File: src/verilog/lsfp_regs.svh
`ifndef LSFP_REGS_SVH
`define LSFP_REGS_SVH
// ----------------------------------------------------------------
// status codes, reset values and timing
// ----------------------------------------------------------------
`define LSFP_CH             6
`define LSFP_CODE_NOT_DONE  3'h7
`define LSFP_CODE_SCB       3'h6
`define LSFP_CODE_GLO       3'h5
`define LSFP_CODE_OLF       3'h3
`define LSFP_CODE_SCG       3'h2
`define LSFP_CODE_NO_OFF    3'h4
`define LSFP_CODE_NO_ON     3'h1
`define LSFP_CODE_DONE      3'h0
`define LSFP_MODE_RESET     6'h00
`define LSFP_OLEN_RESET     6'h3f
`define LSFP_CLK_MHZ        40
`define LSFP_FILTER_NS      10000
`define LSFP_FILTER_CYC     ((`LSFP_FILTER_NS * `LSFP_CLK_MHZ) / 1000)
`endif

File: src/verilog/lsfp_pkg.sv
package lsfp_pkg;
	// per-channel protection sequencer state
	typedef enum logic [1:0] {
		LSFP_RUN   = 2'b00,
		LSFP_LATCH = 2'b01,
		LSFP_RETRY = 2'b10
	} lsfp_prot_t;
endpackage : lsfp_pkg

File: src/verilog/lsfp_top.sv
`timescale 1ns/1ps
`include "lsfp_regs.svh"
//
// Contract
// - each channel has its own 3-bit shorted-load threshold select, eight steps
// - shorted load flagged when drain exceeds threshold at blanking or filter end
// - one host-writable recovery mode bit per channel, six channels
// - latch-off mode, the default, keeps gate off after shorted load
// - disable then re-enable releases every latched channel
// - status read then diagnostic pulse request releases chosen channels
// - auto-retry holds channel off for retry interval, then follows command
// - retry timer resets on disable or switch to latch-off without codes
// - after retry, re-enabled channel rechecked at blanking end, repeats
// - mode change applies at once when no shorted-load or latched code
// - retry to latch-off waits until a status read clears shorted-load code
// - latch-off to retry waits until read and unlatch clear both codes
// - off channel: above open-load ok, below short ground, between open
// - diagnostics off under reset or disable; open-load follows enable bits or an off pulse
// - open-load enable bit 0 off, 1 on, reset default 1
// - fault flag low on any channel fault with reset, select high, enabled
// - fault flag released during reset, select low or disable high
// - 3-bit priority status: shorted load over ground short over open load
// - comparisons run continuously but latch only at timer expiry
// - all blanking timers start on reset release or disable release
// - command change starts blanking timer; abnormal at expiry latches fault
// - comparison change starts filter timer; abnormal at expiry latches fault
// - latch-off read of shorted-load status becomes latched code until release
// - gate on only when enabled, not shut down, and commanded or pulsed on
module lsfp_top #(
	parameter int unsigned RETRY_CYC  = 400000,
	parameter int unsigned BLANK_UNIT = 400
) (
	// clock and reset
	input  wire logic        mclk,
	input  wire logic        resetn,
	// global control pins
	input  wire logic        reset_input_n,
	input  wire logic        global_disable,
	input  wire logic        chip_select_n,
	// commands
	input  wire logic [5:0]  parallel_input,
	input  wire logic [5:0]  gate_command_bit,
	input  wire logic [5:0]  recovery_mode_bits,
	input  wire logic [5:0]  open_load_enable_bits,
	input  wire logic [17:0] short_threshold_select,
	input  wire logic [11:0] blanking_select,
	input  wire logic [5:0]  status_read,
	input  wire logic [5:0]  pulse_on_req,
	input  wire logic [5:0]  pulse_off_req,
	// comparator results
	input  wire logic [5:0]  drain_above_short_threshold,
	input  wire logic [5:0]  drain_above_open_load_reference,
	input  wire logic [5:0]  drain_below_short_ground_reference,
	// outputs
	output logic [5:0]       gate_output,
	output logic [17:0]      threshold_to_comparator,
	output logic [5:0]       active_mode,
	output logic [17:0]      status_code,
	output logic [5:0]       short_shutdown_state,
	output logic             fault_flag_n_out,
	output logic             fault_flag_n_oe
);

	// ----------------------------------------------------------------
	// global qualifiers and edge detection
	// ----------------------------------------------------------------
	logic enabled;
	logic enabled_q;
	logic start_all;
	logic [5:0] cmd;
	logic [5:0] cmd_q;
	localparam int unsigned FILT = (`LSFP_FILTER_CYC < 1) ? 1 : `LSFP_FILTER_CYC;
	// recovery mode reset pattern, one bit per channel, latch-off everywhere
	localparam logic [5:0] MODE_RST = `LSFP_MODE_RESET;

	assign enabled = reset_input_n && !global_disable;
	assign cmd     = parallel_input | gate_command_bit;
	assign start_all = enabled && !enabled_q;

	// remember enable for release edges; por start comes from the reset itself
	always_ff @(posedge mclk) begin
		if (!resetn) begin
			enabled_q <= 1'b0;
			cmd_q     <= 6'h00;
		end else begin
			enabled_q <= enabled;
			cmd_q     <= cmd;
		end
	end

	// ----------------------------------------------------------------
	// per-channel logic
	// ----------------------------------------------------------------
	logic [5:0] chan_fault;

	genvar g;
	generate
		for (g = 0; g < 6; g++) begin : ch
			logic [31:0]  blank_cnt;
			logic [31:0]  filt_cnt;
			logic [31:0]  retry_cnt;
			logic         blank_end;
			logic         filt_end;
			logic         gate_on;
			logic         cmp;
			logic         cmp_q;
			logic         abnormal;
			logic [2:0]   new_code;
			logic [2:0]   st;
			logic         mode;
			lsfp_pkg::lsfp_prot_t prot;
			logic         pulse_req;
			logic         pulse_act;
			logic         pulse_off;
			logic [31:0]  blank_len;

			// ----------------------------------------------------------------
			// diagnostic pulse acceptance
			// ----------------------------------------------------------------
			// both pulse kinds at once, a stored shorted load or retry refuse the pulse
			// a running blanking timer also refuses it, so pulses cannot overlap
			// and a pulse can never cut short the settling of a command change
			assign pulse_req = (pulse_on_req[g] ^ pulse_off_req[g]) && enabled
				&& st != `LSFP_CODE_SCB && prot != lsfp_pkg::LSFP_RETRY && blank_cnt == 0;

			// ----------------------------------------------------------------
			// gate drive
			// ----------------------------------------------------------------
			// gate drive, pulse overrides the command
			// any protection state other than run keeps the gate low
			assign gate_on = enabled && prot == lsfp_pkg::LSFP_RUN
				&& (pulse_act ? !pulse_off : cmd[g]);

			// blanking step from select field, one unit per code plus one
			// a new select only takes effect at the next load of the timer
			assign blank_len = 32'(blanking_select[g*2 +: 2] + 1) * BLANK_UNIT;

			// ----------------------------------------------------------------
			// drain comparison and candidate code
			// ----------------------------------------------------------------
			// comparison tracks the current state continuously
			// the result is only a candidate; it is stored at timer expiry alone
			always_comb begin
				if (gate_on) begin
					cmp      = drain_above_short_threshold[g];
					abnormal = drain_above_short_threshold[g];
					new_code = abnormal ? `LSFP_CODE_SCB : `LSFP_CODE_NO_ON;
				end else if (drain_above_open_load_reference[g]) begin
					cmp      = 1'b1;
					abnormal = 1'b0;
					new_code = `LSFP_CODE_NO_OFF;
				end else if (drain_below_short_ground_reference[g]) begin
					cmp      = 1'b0;
					abnormal = 1'b1;
					new_code = `LSFP_CODE_SCG;
				end else begin
					cmp      = 1'b0;
					abnormal = open_load_enable_bits[g] || (pulse_act && pulse_off);
					new_code = abnormal ? `LSFP_CODE_OLF : `LSFP_CODE_NO_OFF;
				end
			end

			// ----------------------------------------------------------------
			// blanking and filter timers
			// ----------------------------------------------------------------
			// blanking timer: global start, command change, pulse, retry restart
			// expiry is the cycle in which the count reads one
			always_ff @(posedge mclk) begin
				if (!resetn) begin
					blank_cnt <= 32'(BLANK_UNIT);
				end else if (!enabled) begin
					blank_cnt <= 0;
				end else if (start_all || cmd[g] != cmd_q[g] || pulse_req
					|| (prot == lsfp_pkg::LSFP_RETRY && retry_cnt == 1)) begin
					blank_cnt <= blank_len;
				end else if (blank_cnt != 0) begin
					blank_cnt <= blank_cnt - 1;
				end
			end
			assign blank_end = enabled && blank_cnt == 1;

			// filter timer restarts on every comparison change
			// a glitch shorter than the filter interval therefore never latches
			always_ff @(posedge mclk) begin
				if (!resetn) begin
					cmp_q    <= 1'b0;
					filt_cnt <= 0;
				end else begin
					cmp_q <= cmp;
					if (!enabled)
						filt_cnt <= 0;
					else if (cmp != cmp_q)
						filt_cnt <= FILT;
					else if (filt_cnt != 0)
						filt_cnt <= filt_cnt - 1;
				end
			end
			assign filt_end = enabled && filt_cnt == 1;

			// ----------------------------------------------------------------
			// diagnostic pulse state
			// ----------------------------------------------------------------
			// pulse holds the opposite state for its blanking time
			always_ff @(posedge mclk) begin
				if (!resetn) begin
					pulse_act <= 1'b0;
					pulse_off <= 1'b0;
				end else if (pulse_req) begin
					pulse_act <= 1'b1;
					pulse_off <= pulse_off_req[g];
				end else if (blank_end || !enabled) begin
					pulse_act <= 1'b0;
				end
			end

			// ----------------------------------------------------------------
			// status memory
			// ----------------------------------------------------------------
			// status memory: latch at timer expiry only, never demote
			// a stored fault is only replaced by a fault of higher priority;
			// a latch event in the same cycle as a read wins over the read
			always_ff @(posedge mclk) begin
				if (!resetn) begin
					st <= `LSFP_CODE_NOT_DONE;
				end else if (enabled && (blank_end || filt_end)
					&& (abnormal || gate_on || open_load_enable_bits[g] || pulse_act)
					&& (new_code == `LSFP_CODE_SCB || !chan_fault[g]
					|| (st == `LSFP_CODE_OLF && new_code == `LSFP_CODE_SCG))) begin
					st <= new_code;
				end else if (status_read[g]) begin
					if (st == `LSFP_CODE_SCB && !mode)
						st <= `LSFP_CODE_GLO;
					else if (st != `LSFP_CODE_GLO)
						st <= `LSFP_CODE_NOT_DONE;
				end else if (st == `LSFP_CODE_GLO && prot != lsfp_pkg::LSFP_LATCH) begin
					st <= `LSFP_CODE_NOT_DONE;
				end
			end

			// ----------------------------------------------------------------
			// recovery mode
			// ----------------------------------------------------------------
			// active mode follows request only when no protecting code is stored
			// so a pending change waits for the read or unlatch that clears it
			always_ff @(posedge mclk) begin
				if (!resetn)
					mode <= MODE_RST[g];
				else if (st != `LSFP_CODE_SCB && st != `LSFP_CODE_GLO)
					mode <= recovery_mode_bits[g];
			end

			// ----------------------------------------------------------------
			// protection sequencer
			// ----------------------------------------------------------------
			// protection sequencer
			// disable wins over every state and clears the retry timer
			always_ff @(posedge mclk) begin
				if (!resetn) begin
					prot      <= lsfp_pkg::LSFP_RUN;
					retry_cnt <= 0;
				end else if (global_disable) begin
					retry_cnt <= 0;
					if (prot == lsfp_pkg::LSFP_LATCH || prot == lsfp_pkg::LSFP_RETRY)
						prot <= lsfp_pkg::LSFP_RUN;
				end else begin
					unique case (prot)
						lsfp_pkg::LSFP_RUN: begin
							if (gate_on && abnormal && (blank_end || filt_end)) begin
								if (mode) begin
									prot      <= lsfp_pkg::LSFP_RETRY;
									retry_cnt <= RETRY_CYC;
								end else begin
									prot <= lsfp_pkg::LSFP_LATCH;
								end
							end
						end
						lsfp_pkg::LSFP_LATCH: begin
							if (st == `LSFP_CODE_GLO && pulse_on_req[g] ^ pulse_off_req[g])
								prot <= lsfp_pkg::LSFP_RUN;
						end
						lsfp_pkg::LSFP_RETRY: begin
							if (!mode && st != `LSFP_CODE_SCB && st != `LSFP_CODE_GLO) begin
								prot      <= lsfp_pkg::LSFP_RUN;
								retry_cnt <= 0;
							end else if (retry_cnt <= 1) begin
								prot      <= lsfp_pkg::LSFP_RUN;
								retry_cnt <= 0;
							end else begin
								retry_cnt <= retry_cnt - 1;
							end
						end
						default: prot <= lsfp_pkg::LSFP_RUN;
					endcase
				end
			end

			// any stored fault code pulls the shared flag
			assign chan_fault[g] = st == `LSFP_CODE_SCB || st == `LSFP_CODE_GLO
				|| st == `LSFP_CODE_SCG || st == `LSFP_CODE_OLF;

			// ----------------------------------------------------------------
			// registered outputs
			// ----------------------------------------------------------------
			// registered outputs
			always_ff @(posedge mclk) begin
				if (!resetn) begin
					gate_output[g]               <= 1'b0;
					threshold_to_comparator[g*3 +: 3] <= 3'h0;
					active_mode[g]               <= 1'b0;
					status_code[g*3 +: 3]        <= `LSFP_CODE_NOT_DONE;
					short_shutdown_state[g]      <= 1'b0;
				end else begin
					gate_output[g]               <= gate_on;
					threshold_to_comparator[g*3 +: 3] <= short_threshold_select[g*3 +: 3];
					active_mode[g]               <= mode;
					status_code[g*3 +: 3]        <= st;
					short_shutdown_state[g]      <= prot != lsfp_pkg::LSFP_RUN;
				end
			end
		end
	endgenerate

	// ----------------------------------------------------------------
	// open-drain fault flag
	// ----------------------------------------------------------------
	// released under reset, select low or disable; pulled low on any fault
	always_ff @(posedge mclk) begin
		if (!resetn) begin
			fault_flag_n_out <= 1'b0;
			fault_flag_n_oe  <= 1'b0;
		end else begin
			fault_flag_n_out <= 1'b0;
			fault_flag_n_oe  <= enabled && chip_select_n && |chan_fault;
		end
	end

endmodule : lsfp_top

File: config.mk
export PLATFORM = sky130hd
export DESIGN_NAME = lsfp_top
export DESIGN_NICKNAME = d
export VERILOG_FILES = /design/src/verilog/lsfp_pkg.sv /design/src/verilog/lsfp_top.sv
export VERILOG_INCLUDE_DIRS = /design/src /design/src/verilog
export SDC_FILE = /design/constraint.sdc
export NUM_CORES = 2
export LEC_CHECK = 0
export ABC_AREA = 1
export BUFFER_PORTS_ARGS = -buffer_cell sky130_fd_sc_hd__buf_2
export CAP_MARGIN = 0
export CORE_ASPECT_RATIO = 1.75
export CORE_MARGIN = 5
export CORE_UTILIZATION = 50
export DETAILED_ROUTE_END_ITERATION = 12
export GPL_TIMING_DRIVEN = 0
export MAX_ROUTING_LAYER = met4
export PLACE_DENSITY = 0.69
export RECOVER_POWER = 50
export SETUP_SLACK_MARGIN = 0.05
export SYNTH_ARGS = -nofsm -noshare
export SYNTH_HDL_FRONTEND = slang
export SYNTH_SLANG_ARGS = --single-unit
File: constraint.sdc
create_clock -name mclk -period 2.4 [get_ports mclk]
set_input_delay 0.12 -clock mclk [delete_from_list [all_inputs] [get_ports mclk]]
set_output_delay 0.12 -clock mclk [all_outputs]
set_load 0.03 [all_outputs]
==> results.toml <==
[power]
leakage_uw = 0.02264
power_density_nw_per_um2 = 962.1
max-vdd-ir-drop_v = 0.0005669

[layout]
final_layout_size_suffix_gt1_frac = 0.08497
nFillCells = 8200
stdcell_area_sq_um = 47380
fin_nets = 6908
synthToLayoutAreaGrowth_pct = 14.36
fin_cells = 7840

[global_routing]
grtUsageMet2 = 0.5393
antenna_found_initial = 3
grt_overflow = 0
use_met1 = 0.3148
grt_max_degree = 16
grt_pass1_vias = 41140
grtUsageMet3 = 0.03523
grt_pass1_wl_um = 210000
top_usage_layer = "met2"
grt.total_usage = 0.3011

[timing]
relSlewSlack = 0.09150
rsz0062_at_grt = "yes"
max_freq_mhz = 428.3
worst_slew_pin_slew_ns = 1.363
setup_viol = 0
timing.final.crit_share = 0.9727
maxSlewViolCount = 0
finalHoldViolations = 0
skew_ns = 0.02713
setup_slack_ns = 0.06542
post-route-min-period_ns = 2.335

[clock_network]
clock-sinks = 692
cts_tree = "built"
clockBufferDepth = 3
numCtsBuffers = 71
path_clk_slew_ns = 0.07
clock_latency_ns = 0.67
clock-root-buffer = "clkbuf_16"
htree_levels = 3

[floorplan]
core-area_sq_um = 82090
die_area_sq_um = 88950
num_rows = 139
io_pins = 151
die_h_um = 390.8
start_util = 0.5047
die_w_um = 227.6

[drt]
initialDrtViolationCount = 2662
via_per_inst = 5.423
drc = 0
postRouteAntennaNets = 0
wire_per_inst_um = 17.18
drt_wl_total_um = 134700
num_vias = 42520
dr.pass1.iters = 6

[yosys]
netlist.top_cell.by_area = "dfxtp_1"
ys_async_sr_fraction = 0
ys_ff_latch = 692
synth_common_cells = "1,492 x nor2_1, 1,399 x nand2_1, 692 x dfxtp_1, 528 x inv_1, 457 x nand3_1"
yosys_warnings = 0
netlist_area_sq_um = 41430
synth_nets = 6580
seq_area_frac_synth = 0.3344
syn_inst = 6396
yosysMostFrequentCell = "nor2_1"
synth_area_leaders = "dfxtp_1 33%, nor2_1 14%, nand2_1 13%"
synth.distinct_cells = 62
ys.flop_type = "dfxtp_1"
syn_avg_cell_area_sq_um = 6.478
yosys.area.top_type_share = 0.3344
synth_edf_count = 0

[place]
port_buffers = 148
dp_worst_setup_slack_ns = -0.6950
hpwlAfterDp_um = 104300
dpl.cell_count = 7601
gp_congestion = 1.013
post_dp_cell_area_sq_um = 43490

[hold_path]
min_path_type = "primary input to flip-flop"

[critical_path]
cpMaxStageDelayCell = "dfxtp_1"
critical_path_class = "flip-flop to flip-flop"
rrSetupSlack_ns = 0.07
crit_arrival_ns = 2.86
cp-start-kind = "flip-flop"
critPathMaxFanout = 10
crit_chain = "nor2_1 > nand2_1 > nor2_1 > nand2_1 > nor2_1 > nand2_1 > nand3_4 > inv_2 > nand2_2 > buf_6 > nor3_1"
critical_path_required_ns = 2.92
slowest_delay_ns = 0.38
end_kind = "flip-flop"

[job]
drv_cap = 0

[outcome]
status = "finished clean"
path summary, 6_finish.rpt:
path,start,to,cells past startpoint
max,ch[1].retry_cnt[13]$_SDFFE_PP0P_,ch[1].blank_cnt[13]$_SDFFE_PN0P_,11
min,reset_input_n,gate_output[4]$_SDFF_PN0_,5
max reg2reg,ch[1].retry_cnt[13]$_SDFFE_PP0P_,ch[1].blank_cnt[13]$_SDFFE_PN0P_,11
min reg2reg,ch[1].pulse_off$_SDFFE_PN0P_,ch[1].pulse_off$_SDFFE_PN0P_,2
flip-flops by register name, indices dropped and copies added (netlist names), 12 cells and up:
| signal | cells |
|---|---|
| ch.blank_cnt | 192 |
| threshold_to_comparator | 18 |
| ch.prot | 12 |
| status_code | 18 |
| ch.filt_cnt | 192 |
| ch.st | 18 |
| ch.retry_cnt | 192 |
logic make-up (layout without fill, tap and decap cells):
kind of cell    after synthesis  in the layout  synth area share
simple gates               3962           3962            0.4134
buf+inv                     715           1098           0.07139
flops                       692            692            0.3344
compound gates              556            556           0.07166
xor+xnor                    381            381           0.08217
fa+ha+maj                    89             89           0.02688
other cells                   1              5        0.00009051
metrics by stage:
step | utilization | power [uW] | TNS (ns) | hold slack [ns]
final | 0.5772 | 45590 | 0 | 0.03658
after floorplan | - | 28230 | 0 | 0.2176
after detailed placement | 0.5298 | 33130 | -57.51 | 0.3055
after CTS | 0.5729 | 45410 | 0 | 0.007611
after global placement | 0.5298 | 33000 | -52.36 | 0.3014
after global routing | 0.5772 | 48750 | -0.0007216 | 0.06132
layout by cell type (no fill, tap or decap), types with 137 or more instances in the layout:
| cell type | Yosys | final |
|---|---|---|
| nor2_1 | 1492 | 1459 |
| nand2_1 | 1399 | 1383 |
| dfxtp_1 | 692 | 692 |
| inv_1 | 528 | 526 |
| nand3_1 | 457 | 456 |
| a21oi_1 | 294 | 293 |
| xor2_1 | 203 | 204 |
| nand4_1 | 176 | 176 |
| xnor2_1 | 172 | 172 |
| o21ai_0 | 172 | 172 |
| nor3_1 | 159 | 157 |
| clkbuf_1 | 82 | 137 |
critical path: cells and delay by family (launching register included):
| family | cells | cell delay (ns) |
|---|---|---|
| AND/OR/NAND/NOR | 9 | 1.52 |
| flip-flops | 1 | 0.38 |
| buffers and inverters | 2 | 0.29 |
routing by layer:
| layer | up-vias | wire, um |
|---|---|---|
| met4 | 0 | 8838 |
| met3 | 464 | 6547 |
| met5 | - | 0 |
| met2 | 1313 | 68680 |
| met1 | 19480 | 50650 |
| li1 | 21260 | - |
cell type report:
cell class | instances | area, sq um | area share
Clock inverter | 26 | 315.3 | 0.006655
Clock buffer | 102 | 2160 | 0.04558
Antenna cell | 4 | 10.01 | 0.0002113
Buffer | 157 | 893.4 | 0.01885
Tap cell | 1057 | 1323 | 0.02791
Inverter | 555 | 2091 | 0.04413
Multi-Input combinational cell | 4989 | 25010 | 0.5278
Sequential cell | 692 | 13850 | 0.2924
Timing Repair Buffer | 258 | 1730 | 0.03652
power breakdown:
part	internal [uW]	leakage [uW]	switching, uW	total, uW
combinational	6980	0.0158	13700	20700
clock	6930	0.00121	5030	12000
sequential	12200	0.00561	697	12900
total	26100	0.0226	19500	45600
repair_timing:
item                                    CTS  global route
buffers inserted                          5            12
endpoints found under the hold margin   101             0
endpoints found under the setup margin  190           441
hold buffers                             93             0
gates resized for setup                  27           126
pin swaps                                 5            15
No activity file was read; power rests on OpenSTA's default activity.
